## config.mk

```make
export PLATFORM = sky130hd
export DESIGN_NAME = scan_tap_timing
export DESIGN_NICKNAME = d
export VERILOG_FILES = /design/src/inc/scan_tap_pkg.sv /design/src/hw/bit_sync.sv /design/src/hw/scan_tap_timing.sv
export SDC_FILE = /design/constraint.sdc
export NUM_CORES = 1
export LEC_CHECK = 0
export BUFFER_PORTS_ARGS = -buffer_cell sky130_fd_sc_hd__buf_2
export CAP_MARGIN = 20
export CELL_PAD_IN_SITES_DETAIL_PLACEMENT = 0
export CELL_PAD_IN_SITES_GLOBAL_PLACEMENT = 1
export CORE_MARGIN = 4
export CORE_UTILIZATION = 43
export CTS_BUF_LIST = sky130_fd_sc_hd__clkbuf_8
export DETAILED_ROUTE_END_ITERATION = 8
export PLACE_DENSITY = 0.77
export SYNTH_ARGS = -nofsm -noshare
export SYNTH_HDL_FRONTEND = slang
export SYNTH_SLANG_ARGS = --single-unit
```

## constraint.sdc

```tcl
create_clock -name clk -period 1.79 [get_ports clk]
set_input_delay 0.0895 -clock clk [delete_from_list [all_inputs] [get_ports clk]]
set_output_delay 0.0895 -clock clk [all_outputs]
set_load 0.005 [all_outputs]
```

## src/inc/scan_tap_pkg.sv

```systemverilog
// package with the constants and types of the serial test access port
package scan_tap_pkg;

   // ----------------------------------------------------------------
   // widths
   // ----------------------------------------------------------------
   localparam int IR_W = 8;            // instruction register length
   localparam int DATA_W = 8;          // functional pins per direction
   localparam int SYNC_STAGES = 2;     // flops ahead of any pin logic

   // ----------------------------------------------------------------
   // instruction register values
   // ----------------------------------------------------------------
   localparam logic [IR_W-1:0] IR_CAPTURE = 8'h81;  // 10000001
   localparam logic [IR_W-1:0] IR_BYPASS = 8'hFF;   // 11111111
   localparam logic [IR_W-1:0] IR_RESET = IR_BYPASS;

   // ----------------------------------------------------------------
   // reset values
   // ----------------------------------------------------------------
   localparam logic BYPASS_CAPTURE = 1'b0;
   localparam logic [DATA_W-1:0] DATA_RESET = 8'h00;

   // ----------------------------------------------------------------
   // test access state machine
   // ----------------------------------------------------------------
   typedef enum logic [3:0] {
      TEST_LOGIC_RESET,
      RUN_TEST_IDLE,
      SELECT_DR,
      CAPTURE_DR,
      SHIFT_DR,
      EXIT1_DR,
      PAUSE_DR,
      EXIT2_DR,
      UPDATE_DR,
      SELECT_IR,
      CAPTURE_IR,
      SHIFT_IR,
      EXIT1_IR,
      PAUSE_IR,
      EXIT2_IR,
      UPDATE_IR
   } tap_state_t;

endpackage : scan_tap_pkg
```

## src/hw/bit_sync.sv

```systemverilog
// two-flop synchroniser for a bundle of asynchronous pin levels
`timescale 1ns/1ps
module bit_sync #(
   parameter int WIDTH = 1
) (
   // clock and reset
   input wire logic clk,
   input wire logic sys_rst,
   // level from outside the clock domain
   input wire logic [WIDTH-1:0] async_in,
   // level safe to use in the clock domain
   output logic [WIDTH-1:0] sync_out
);

   logic [WIDTH-1:0] meta;
   logic [WIDTH-1:0] next_meta;
   logic [WIDTH-1:0] next_sync_out;

   // the first stage feeds the second stage only
   always_comb begin
      next_meta = async_in;
      next_sync_out = meta;
   end

   // both stages clear to zero under reset
   always_ff @(posedge clk or posedge sys_rst) begin
      if (sys_rst) begin
         meta <= '0;
         sync_out <= '0;
      end else begin
         meta <= next_meta;
         sync_out <= next_sync_out;
      end
   end

endmodule : bit_sync

```

## src/hw/scan_tap_timing.sv

```systemverilog
// serial test access port: state machine, instruction and data scan
`timescale 1ns/1ps
module scan_tap_timing #(
   parameter int IR_LEN = scan_tap_pkg::IR_W,
   parameter int DATA_LEN = scan_tap_pkg::DATA_W
) (
   // system clock and reset
   input wire logic clk,
   input wire logic sys_rst,
   // test access pins from the scan controller
   input wire logic tck,
   input wire logic tms,
   input wire logic tdi,
   output logic tdo,
   output logic tdo_oe,
   // functional pins seen by the boundary sample path
   input wire logic [DATA_LEN-1:0] func_in,
   output logic [DATA_LEN-1:0] func_out,
   // observation of the test logic
   output logic [IR_LEN-1:0] instr,
   output scan_tap_pkg::tap_state_t tap_state
);
   import scan_tap_pkg::*;

   // ----------------------------------------------------------------
   // pin synchronisers
   // ----------------------------------------------------------------
   logic [2:0] pins_sync;
   logic [DATA_LEN-1:0] func_sync;
   logic tck_s;
   logic tms_s;
   logic tdi_s;

   // tck, tms and tdi share one synchroniser so they stay aligned
   bit_sync #(
      .WIDTH(3)
   ) u_pin_sync (
      .clk(clk),
      .sys_rst(sys_rst),
      .async_in({tck, tms, tdi}),
      .sync_out(pins_sync)
   );

   bit_sync #(
      .WIDTH(DATA_LEN)
   ) u_func_sync (
      .clk(clk),
      .sys_rst(sys_rst),
      .async_in(func_in),
      .sync_out(func_sync)
   );

   assign tck_s = pins_sync[2];
   assign tms_s = pins_sync[1];
   assign tdi_s = pins_sync[0];

   // ----------------------------------------------------------------
   // test clock edge detection
   // ----------------------------------------------------------------
   logic tck_prev;
   logic next_tck_prev;
   logic tck_rise;
   logic tck_fall;

   // edges are found on the synchronised copy only; the test clock
   // must stay well below half the system rate for this to work
   always_comb begin
      next_tck_prev = tck_s;
      tck_rise = tck_s & ~tck_prev;
      tck_fall = ~tck_s & tck_prev;
   end

   always_ff @(posedge clk or posedge sys_rst) begin
      if (sys_rst) begin
         tck_prev <= 1'b0;
      end else begin
         tck_prev <= next_tck_prev;
      end
   end

   // ----------------------------------------------------------------
   // state machine, advanced on rising test clock edges
   // ----------------------------------------------------------------
   tap_state_t state;
   tap_state_t next_state;
   tap_state_t step;

   // transition table keyed by the sampled tms level
   always_comb begin
      step = state;
      unique case (state)
         TEST_LOGIC_RESET: step = tms_s ? TEST_LOGIC_RESET
                                        : RUN_TEST_IDLE;
         RUN_TEST_IDLE: step = tms_s ? SELECT_DR : RUN_TEST_IDLE;
         SELECT_DR: step = tms_s ? SELECT_IR : CAPTURE_DR;
         CAPTURE_DR: step = tms_s ? EXIT1_DR : SHIFT_DR;
         SHIFT_DR: step = tms_s ? EXIT1_DR : SHIFT_DR;
         EXIT1_DR: step = tms_s ? UPDATE_DR : PAUSE_DR;
         PAUSE_DR: step = tms_s ? EXIT2_DR : PAUSE_DR;
         EXIT2_DR: step = tms_s ? UPDATE_DR : SHIFT_DR;
         UPDATE_DR: step = tms_s ? SELECT_DR : RUN_TEST_IDLE;
         SELECT_IR: step = tms_s ? TEST_LOGIC_RESET : CAPTURE_IR;
         CAPTURE_IR: step = tms_s ? EXIT1_IR : SHIFT_IR;
         SHIFT_IR: step = tms_s ? EXIT1_IR : SHIFT_IR;
         EXIT1_IR: step = tms_s ? UPDATE_IR : PAUSE_IR;
         PAUSE_IR: step = tms_s ? EXIT2_IR : PAUSE_IR;
         EXIT2_IR: step = tms_s ? UPDATE_IR : SHIFT_IR;
         UPDATE_IR: step = tms_s ? SELECT_DR : RUN_TEST_IDLE;
      endcase
      // tms is only looked at on a rising edge
      next_state = tck_rise ? step : state;
   end

   always_ff @(posedge clk or posedge sys_rst) begin
      if (sys_rst) begin
         state <= TEST_LOGIC_RESET;
      end else begin
         state <= next_state;
      end
   end

   // ----------------------------------------------------------------
   // shift paths, all updated on rising test clock edges
   // ----------------------------------------------------------------
   logic [IR_LEN-1:0] ir_shift;
   logic [IR_LEN-1:0] next_ir_shift;
   logic bypass_bit;
   logic next_bypass_bit;
   logic [DATA_LEN-1:0] dr_shift;
   logic [DATA_LEN-1:0] next_dr_shift;
   logic bypass_sel;

   // only the all-ones code selects bypass; every other code scans the
   // sample register on the functional pins
   assign bypass_sel = (instr == IR_BYPASS);

   // the current state decides the action of the rising edge that
   // leaves it, so capture and final shift land on the exit edge
   always_comb begin
      next_ir_shift = ir_shift;
      next_bypass_bit = bypass_bit;
      next_dr_shift = dr_shift;
      if (tck_rise) begin
         unique case (state)
            CAPTURE_IR: next_ir_shift = IR_CAPTURE;
            SHIFT_IR: begin
               // lsb first; the exit edge shifts too
               next_ir_shift = {tdi_s, ir_shift[IR_LEN-1:1]};
            end
            CAPTURE_DR: begin
               if (bypass_sel) begin
                  next_bypass_bit = BYPASS_CAPTURE;
               end else begin
                  next_dr_shift = func_sync;
               end
            end
            SHIFT_DR: begin
               if (bypass_sel) begin
                  next_bypass_bit = tdi_s;
               end else begin
                  next_dr_shift = {tdi_s, dr_shift[DATA_LEN-1:1]};
               end
            end
            default: begin
               next_ir_shift = ir_shift;
            end
         endcase
      end
   end

   always_ff @(posedge clk or posedge sys_rst) begin
      if (sys_rst) begin
         ir_shift <= IR_CAPTURE;
         bypass_bit <= BYPASS_CAPTURE;
         dr_shift <= DATA_RESET;
      end else begin
         ir_shift <= next_ir_shift;
         bypass_bit <= next_bypass_bit;
         dr_shift <= next_dr_shift;
      end
   end

   // ----------------------------------------------------------------
   // falling edge outputs: serial output, instruction, parallel data
   // ----------------------------------------------------------------
   logic next_tdo;
   logic next_tdo_oe;
   logic [IR_LEN-1:0] next_instr;
   logic [DATA_LEN-1:0] next_func_out;

   // tdo keeps its last bit while floating, which is harmless since
   // the enable is low; it only moves on a falling edge
   always_comb begin
      next_tdo = tdo;
      next_tdo_oe = tdo_oe;
      next_instr = instr;
      next_func_out = func_out;
      if (tck_fall) begin
         unique case (state)
            SHIFT_IR: begin
               next_tdo = ir_shift[0];
               next_tdo_oe = 1'b1;
            end
            SHIFT_DR: begin
               next_tdo = bypass_sel ? bypass_bit : dr_shift[0];
               next_tdo_oe = 1'b1;
            end
            UPDATE_IR: begin
               next_instr = ir_shift;
               next_tdo_oe = 1'b0;
            end
            UPDATE_DR: begin
               // bypass has no parallel stage to update
               if (!bypass_sel) begin
                  next_func_out = dr_shift;
               end
               next_tdo_oe = 1'b0;
            end
            TEST_LOGIC_RESET: begin
               next_instr = IR_RESET;
               next_tdo_oe = 1'b0;
            end
            default: begin
               // exit1 states and all others float the output
               next_tdo_oe = 1'b0;
            end
         endcase
      end
   end

   always_ff @(posedge clk or posedge sys_rst) begin
      if (sys_rst) begin
         tdo <= 1'b0;
         tdo_oe <= 1'b0;
         instr <= IR_RESET;
         func_out <= DATA_RESET;
      end else begin
         tdo <= next_tdo;
         tdo_oe <= next_tdo_oe;
         instr <= next_instr;
         func_out <= next_func_out;
      end
   end

   // ----------------------------------------------------------------
   // state observation
   // ----------------------------------------------------------------
   tap_state_t next_tap_state;

   // registered copy so the port comes straight from a flop
   always_comb begin
      next_tap_state = next_state;
   end

   always_ff @(posedge clk or posedge sys_rst) begin
      if (sys_rst) begin
         tap_state <= TEST_LOGIC_RESET;
      end else begin
         tap_state <= next_tap_state;
      end
   end

endmodule : scan_tap_timing

```

==> impl_metrics.csv <==
group,metric,value,unit
logic_synthesis,ys_types,43,
logic_synthesis,yosys-top-cells-count,"dfrtp_1 (52), nor2_1 (19), nand2_1 (16), mux2_2 (15), o21ai_0 (14)",
logic_synthesis,synth_area_leader_cell,"dfrtp_1",
timing,fin_skew,0.00825,ns
clock_network,cts.sinks,62,
timing,maxSlewViolCount,0,
clock_network,cts_buffers,9,
clock_network,cts_root_buf,"clkbuf_8",
die,die-area,7370,um^2
setup_path,cp_slowest_stage_delay,0.38,ns
clock_network,clockBufferDepth,2,
logic_synthesis,synth.top_cell.area_share,0.499,
place,dp_slack,0.0134,ns
hold_path,hp-class,"in -> async",
logic_synthesis,synth_area_leaders,"dfrtp_1 (50%), dfstp_2 (10%), mux2_2 (6.5%)",
logic_synthesis,synth_flop_cell,"dfrtp_1",
drt,wl,4.65,mm
power_and_ir_drop,ir_worst_vdd,831,uV
setup_path,crit_slowest_cell,"dfrtp_1",
logic_synthesis,postSynthAreaPerCell,12.1,um^2
logic_synthesis,syn-num-nets,229,
outcome,status,"complete, no violations",
grt,overflow,0,
die,die_h,85.9,um
logic_synthesis,synthArstFlopShare,1.00,
logic_synthesis,synth_edf_count,0,
timing,setup_viol,0,
setup_path,crit_chain,"or3b_1 -> a211o_1 -> nor2b_4 -> buf_12 -> mux2_4",
setup_path,cp-end-kind,"flop",
drt,via_per_inst,4.96,
clock_network,cts_tree,"done",
final_layout,syn_to_final_growth,26.2,%
clock_network,cts.clk_slew.worst_paths,0.07,ns
grt,grtUsageTotal,0.141,
setup_path,startpoint_type,"flop",
die,core,5890,um^2
timing,tightestPinTransition,0.351,ns
place,place_congestion,0.686,
timing,max_slew_margin,0.763,
power_and_ir_drop,power.total,4.81,mW
run,drv_cap,0,
logic_synthesis,ys_seq_area_frac,0.600,
timing,min_period_over_period,0.998,
setup_path,crit_buf_inv,1,
timing,min_period,1.79,ns
die,start_util,0.443,
final_layout,final_net_count,291,
drt,vias,1775,
final_layout,n_antenna_cell,0,
final_layout,layout-drive-gt1-share,0.385,
drt,drt_iter0_drc,92,
place,dpl.hpwl,2.99,mm
place,portBuffers,34,
drt,route.detailed.drc,0,
timing,rsz0062_at_grt,"true",
clock_network,clock_latency,0.34,ns
drt,wl_per_cell,13.0,um
drt,ant_nets,0,
drt,drtPass1Iterations,4,
setup_path,cp_top_family,"simple AND/OR/NAND/NOR gates",
final_layout,nFillCells,515,
logic_synthesis,synth_seq_cells,62,
logic_synthesis,syn_inst,216,
timing,finalHoldViolations,0,
logic_synthesis,syn-cell-area,2610,um^2
timing,max_freq,0.560,GHz
setup_path,worstPathRequired,2.01,ns
logic_synthesis,yosys_warnings,0,
grt,antenna_found_initial,0,
die,num_rows,28,
setup_path,path_class,"reg -> reg",
clock_network,h-tree-depth,3,
die,fp.dieW,85.9,um
setup_path,path_max_fanout,8,
power_and_ir_drop,leakage,1.55,nW
power_and_ir_drop,power.density,1460,nW/um^2
timing,setup_ws,0.00326,ns
grt,grt_pass1_vias,1673,
logic_synthesis,yosysMostFrequentCell,"dfrtp_1",
die,io_pins,35,
grt,grt_start_max_net_pins,63,
grt,grt_pass1_wl,7.92,mm
setup_path,crit_arrival,2.01,ns
-- cell usage in the layout (no fill, tap or decap), drive strengths merged, types with 2 or more instances in the layout --
cell         netlist  routed
nand3b             2       2
mux2i              2       2
o31ai              3       3
nor2b              3       3
nor3b              2       2
clkinv             0       3
nand2             16      16
nand4              2       2
nand3              8       8
a21oi             13      13
dlygate4sd3        0      12
nand2b             2       2
buf                9      55
and4b              2       2
o21a               2       2
nor4b              2       2
nor4               2       2
mux2              23      23
dfrtp             52      52
dfstp             10      10
o21ai             14      14
inv                7       9
clkbuf             7       9
a31oi              2       2
nor2              19      19
-- kinds of logic after synthesis --
kind of cell,share of synthesized area
muxes,0.119
buffers and inverters,0.0485
DFF,0.600
xor gates and xnor gates,0.00336
AOI/OAI and AO/OA,0.0883
and+or+nand+nor,0.141
-- cell type report --
| type | instances | area [um^2] | area share |
|---|---|---|---|
| inverters | 7 | 26.3 | 0.00799 |
| well taps | 75 | 93.8 | 0.0285 |
| flip-flops and latches | 62 | 1560 | 0.476 |
| multi-input cells | 131 | 930 | 0.283 |
| repair buffers | 67 | 485 | 0.148 |
| clock inverters | 7 | 65.1 | 0.0198 |
| clock buffers | 9 | 124 | 0.0377 |
-- per-stage QoR --
stage | hold slack, ns | cell area [um^2] | instances | utilization | setup TNS (ns)
2_1_floorplan | 0.121 | 2610 | 216 | - | -0.392
3_3_place_gp | 0.173 | 2940 | 327 | 0.500 | 0
3_5_place_dp | 0.177 | 2940 | 327 | 0.500 | 0
4_1_cts | 0.350 | 3250 | 355 | 0.553 | -0.00395
5_1_grt | 0.350 | 3290 | 358 | 0.559 | -0.332
6_report | 0.348 | 3290 | 358 | 0.559 | 0
-- repair_timing --
item / in CTS / in global routing
hold buffers: 12 / 0
setup endpoints to repair: 1 / 16
resized for setup: 0 / 2
pin swaps: 0 / 1
endpoints found under the hold margin: 63 / 0
buffers inserted: 0 / 3
-- worst register-to-register path, cell delays in order, from the launching register on --
cell and delay, ns:
dfrtp_1 0.38, or3b_1 0.37, a211o_1 0.33, nor2b_4 0.15, buf_12 0.15, mux2_4 0.30
-- sequential cells by signal, summed over array words and instances, names as in the netlist --
name	cells
bypass_bit	1
dr_shift	8
func_out	8
instr	8
ir_shift	8
tap_state	4
tck_prev	1
tdo	1
tdo_oe	1
u_func_sync.meta	8
u_func_sync.sync_out	8
u_pin_sync.meta	3
u_pin_sync.sync_out	3
-- power by group --
group | switching [mW] | total (mW) | leakage (nW) | internal, mW
clock network | 0.535 | 1.17 | 0.101 | 0.634
registers | 0.217 | 2.01 | 0.757 | 1.79
logic | 0.779 | 1.63 | 0.696 | 0.853
total | 1.53 | 4.81 | 1.55 | 3.28
-- per-layer routing --
metal	track usage	routed length [um]
met3	0.0500	201
met1	0.188	2230
met2	0.208	2130
met4	0.0604	95
met5	0	0
-- worst paths after layout --
check | start | to | slack [ns] | depth (start not counted)
max | tap_state[0] | dr_shift[6] | 0.003 | 5
min | sys_rst | u_func_sync.meta[2] | 0.35 | 4
max reg2reg | tap_state[0] | dr_shift[6] | 0.003 | 5
min reg2reg | u_pin_sync.meta[2] | u_pin_sync.sync_out[2] | 0.35 | 0
max in group asynchronous | sys_rst | instr[0] | 1.13 | 4
min in group clk | u_pin_sync.meta[2] | u_pin_sync.sync_out[2] | 0.35 | 0
Note: power is estimated with default switching activity, not from simulation.
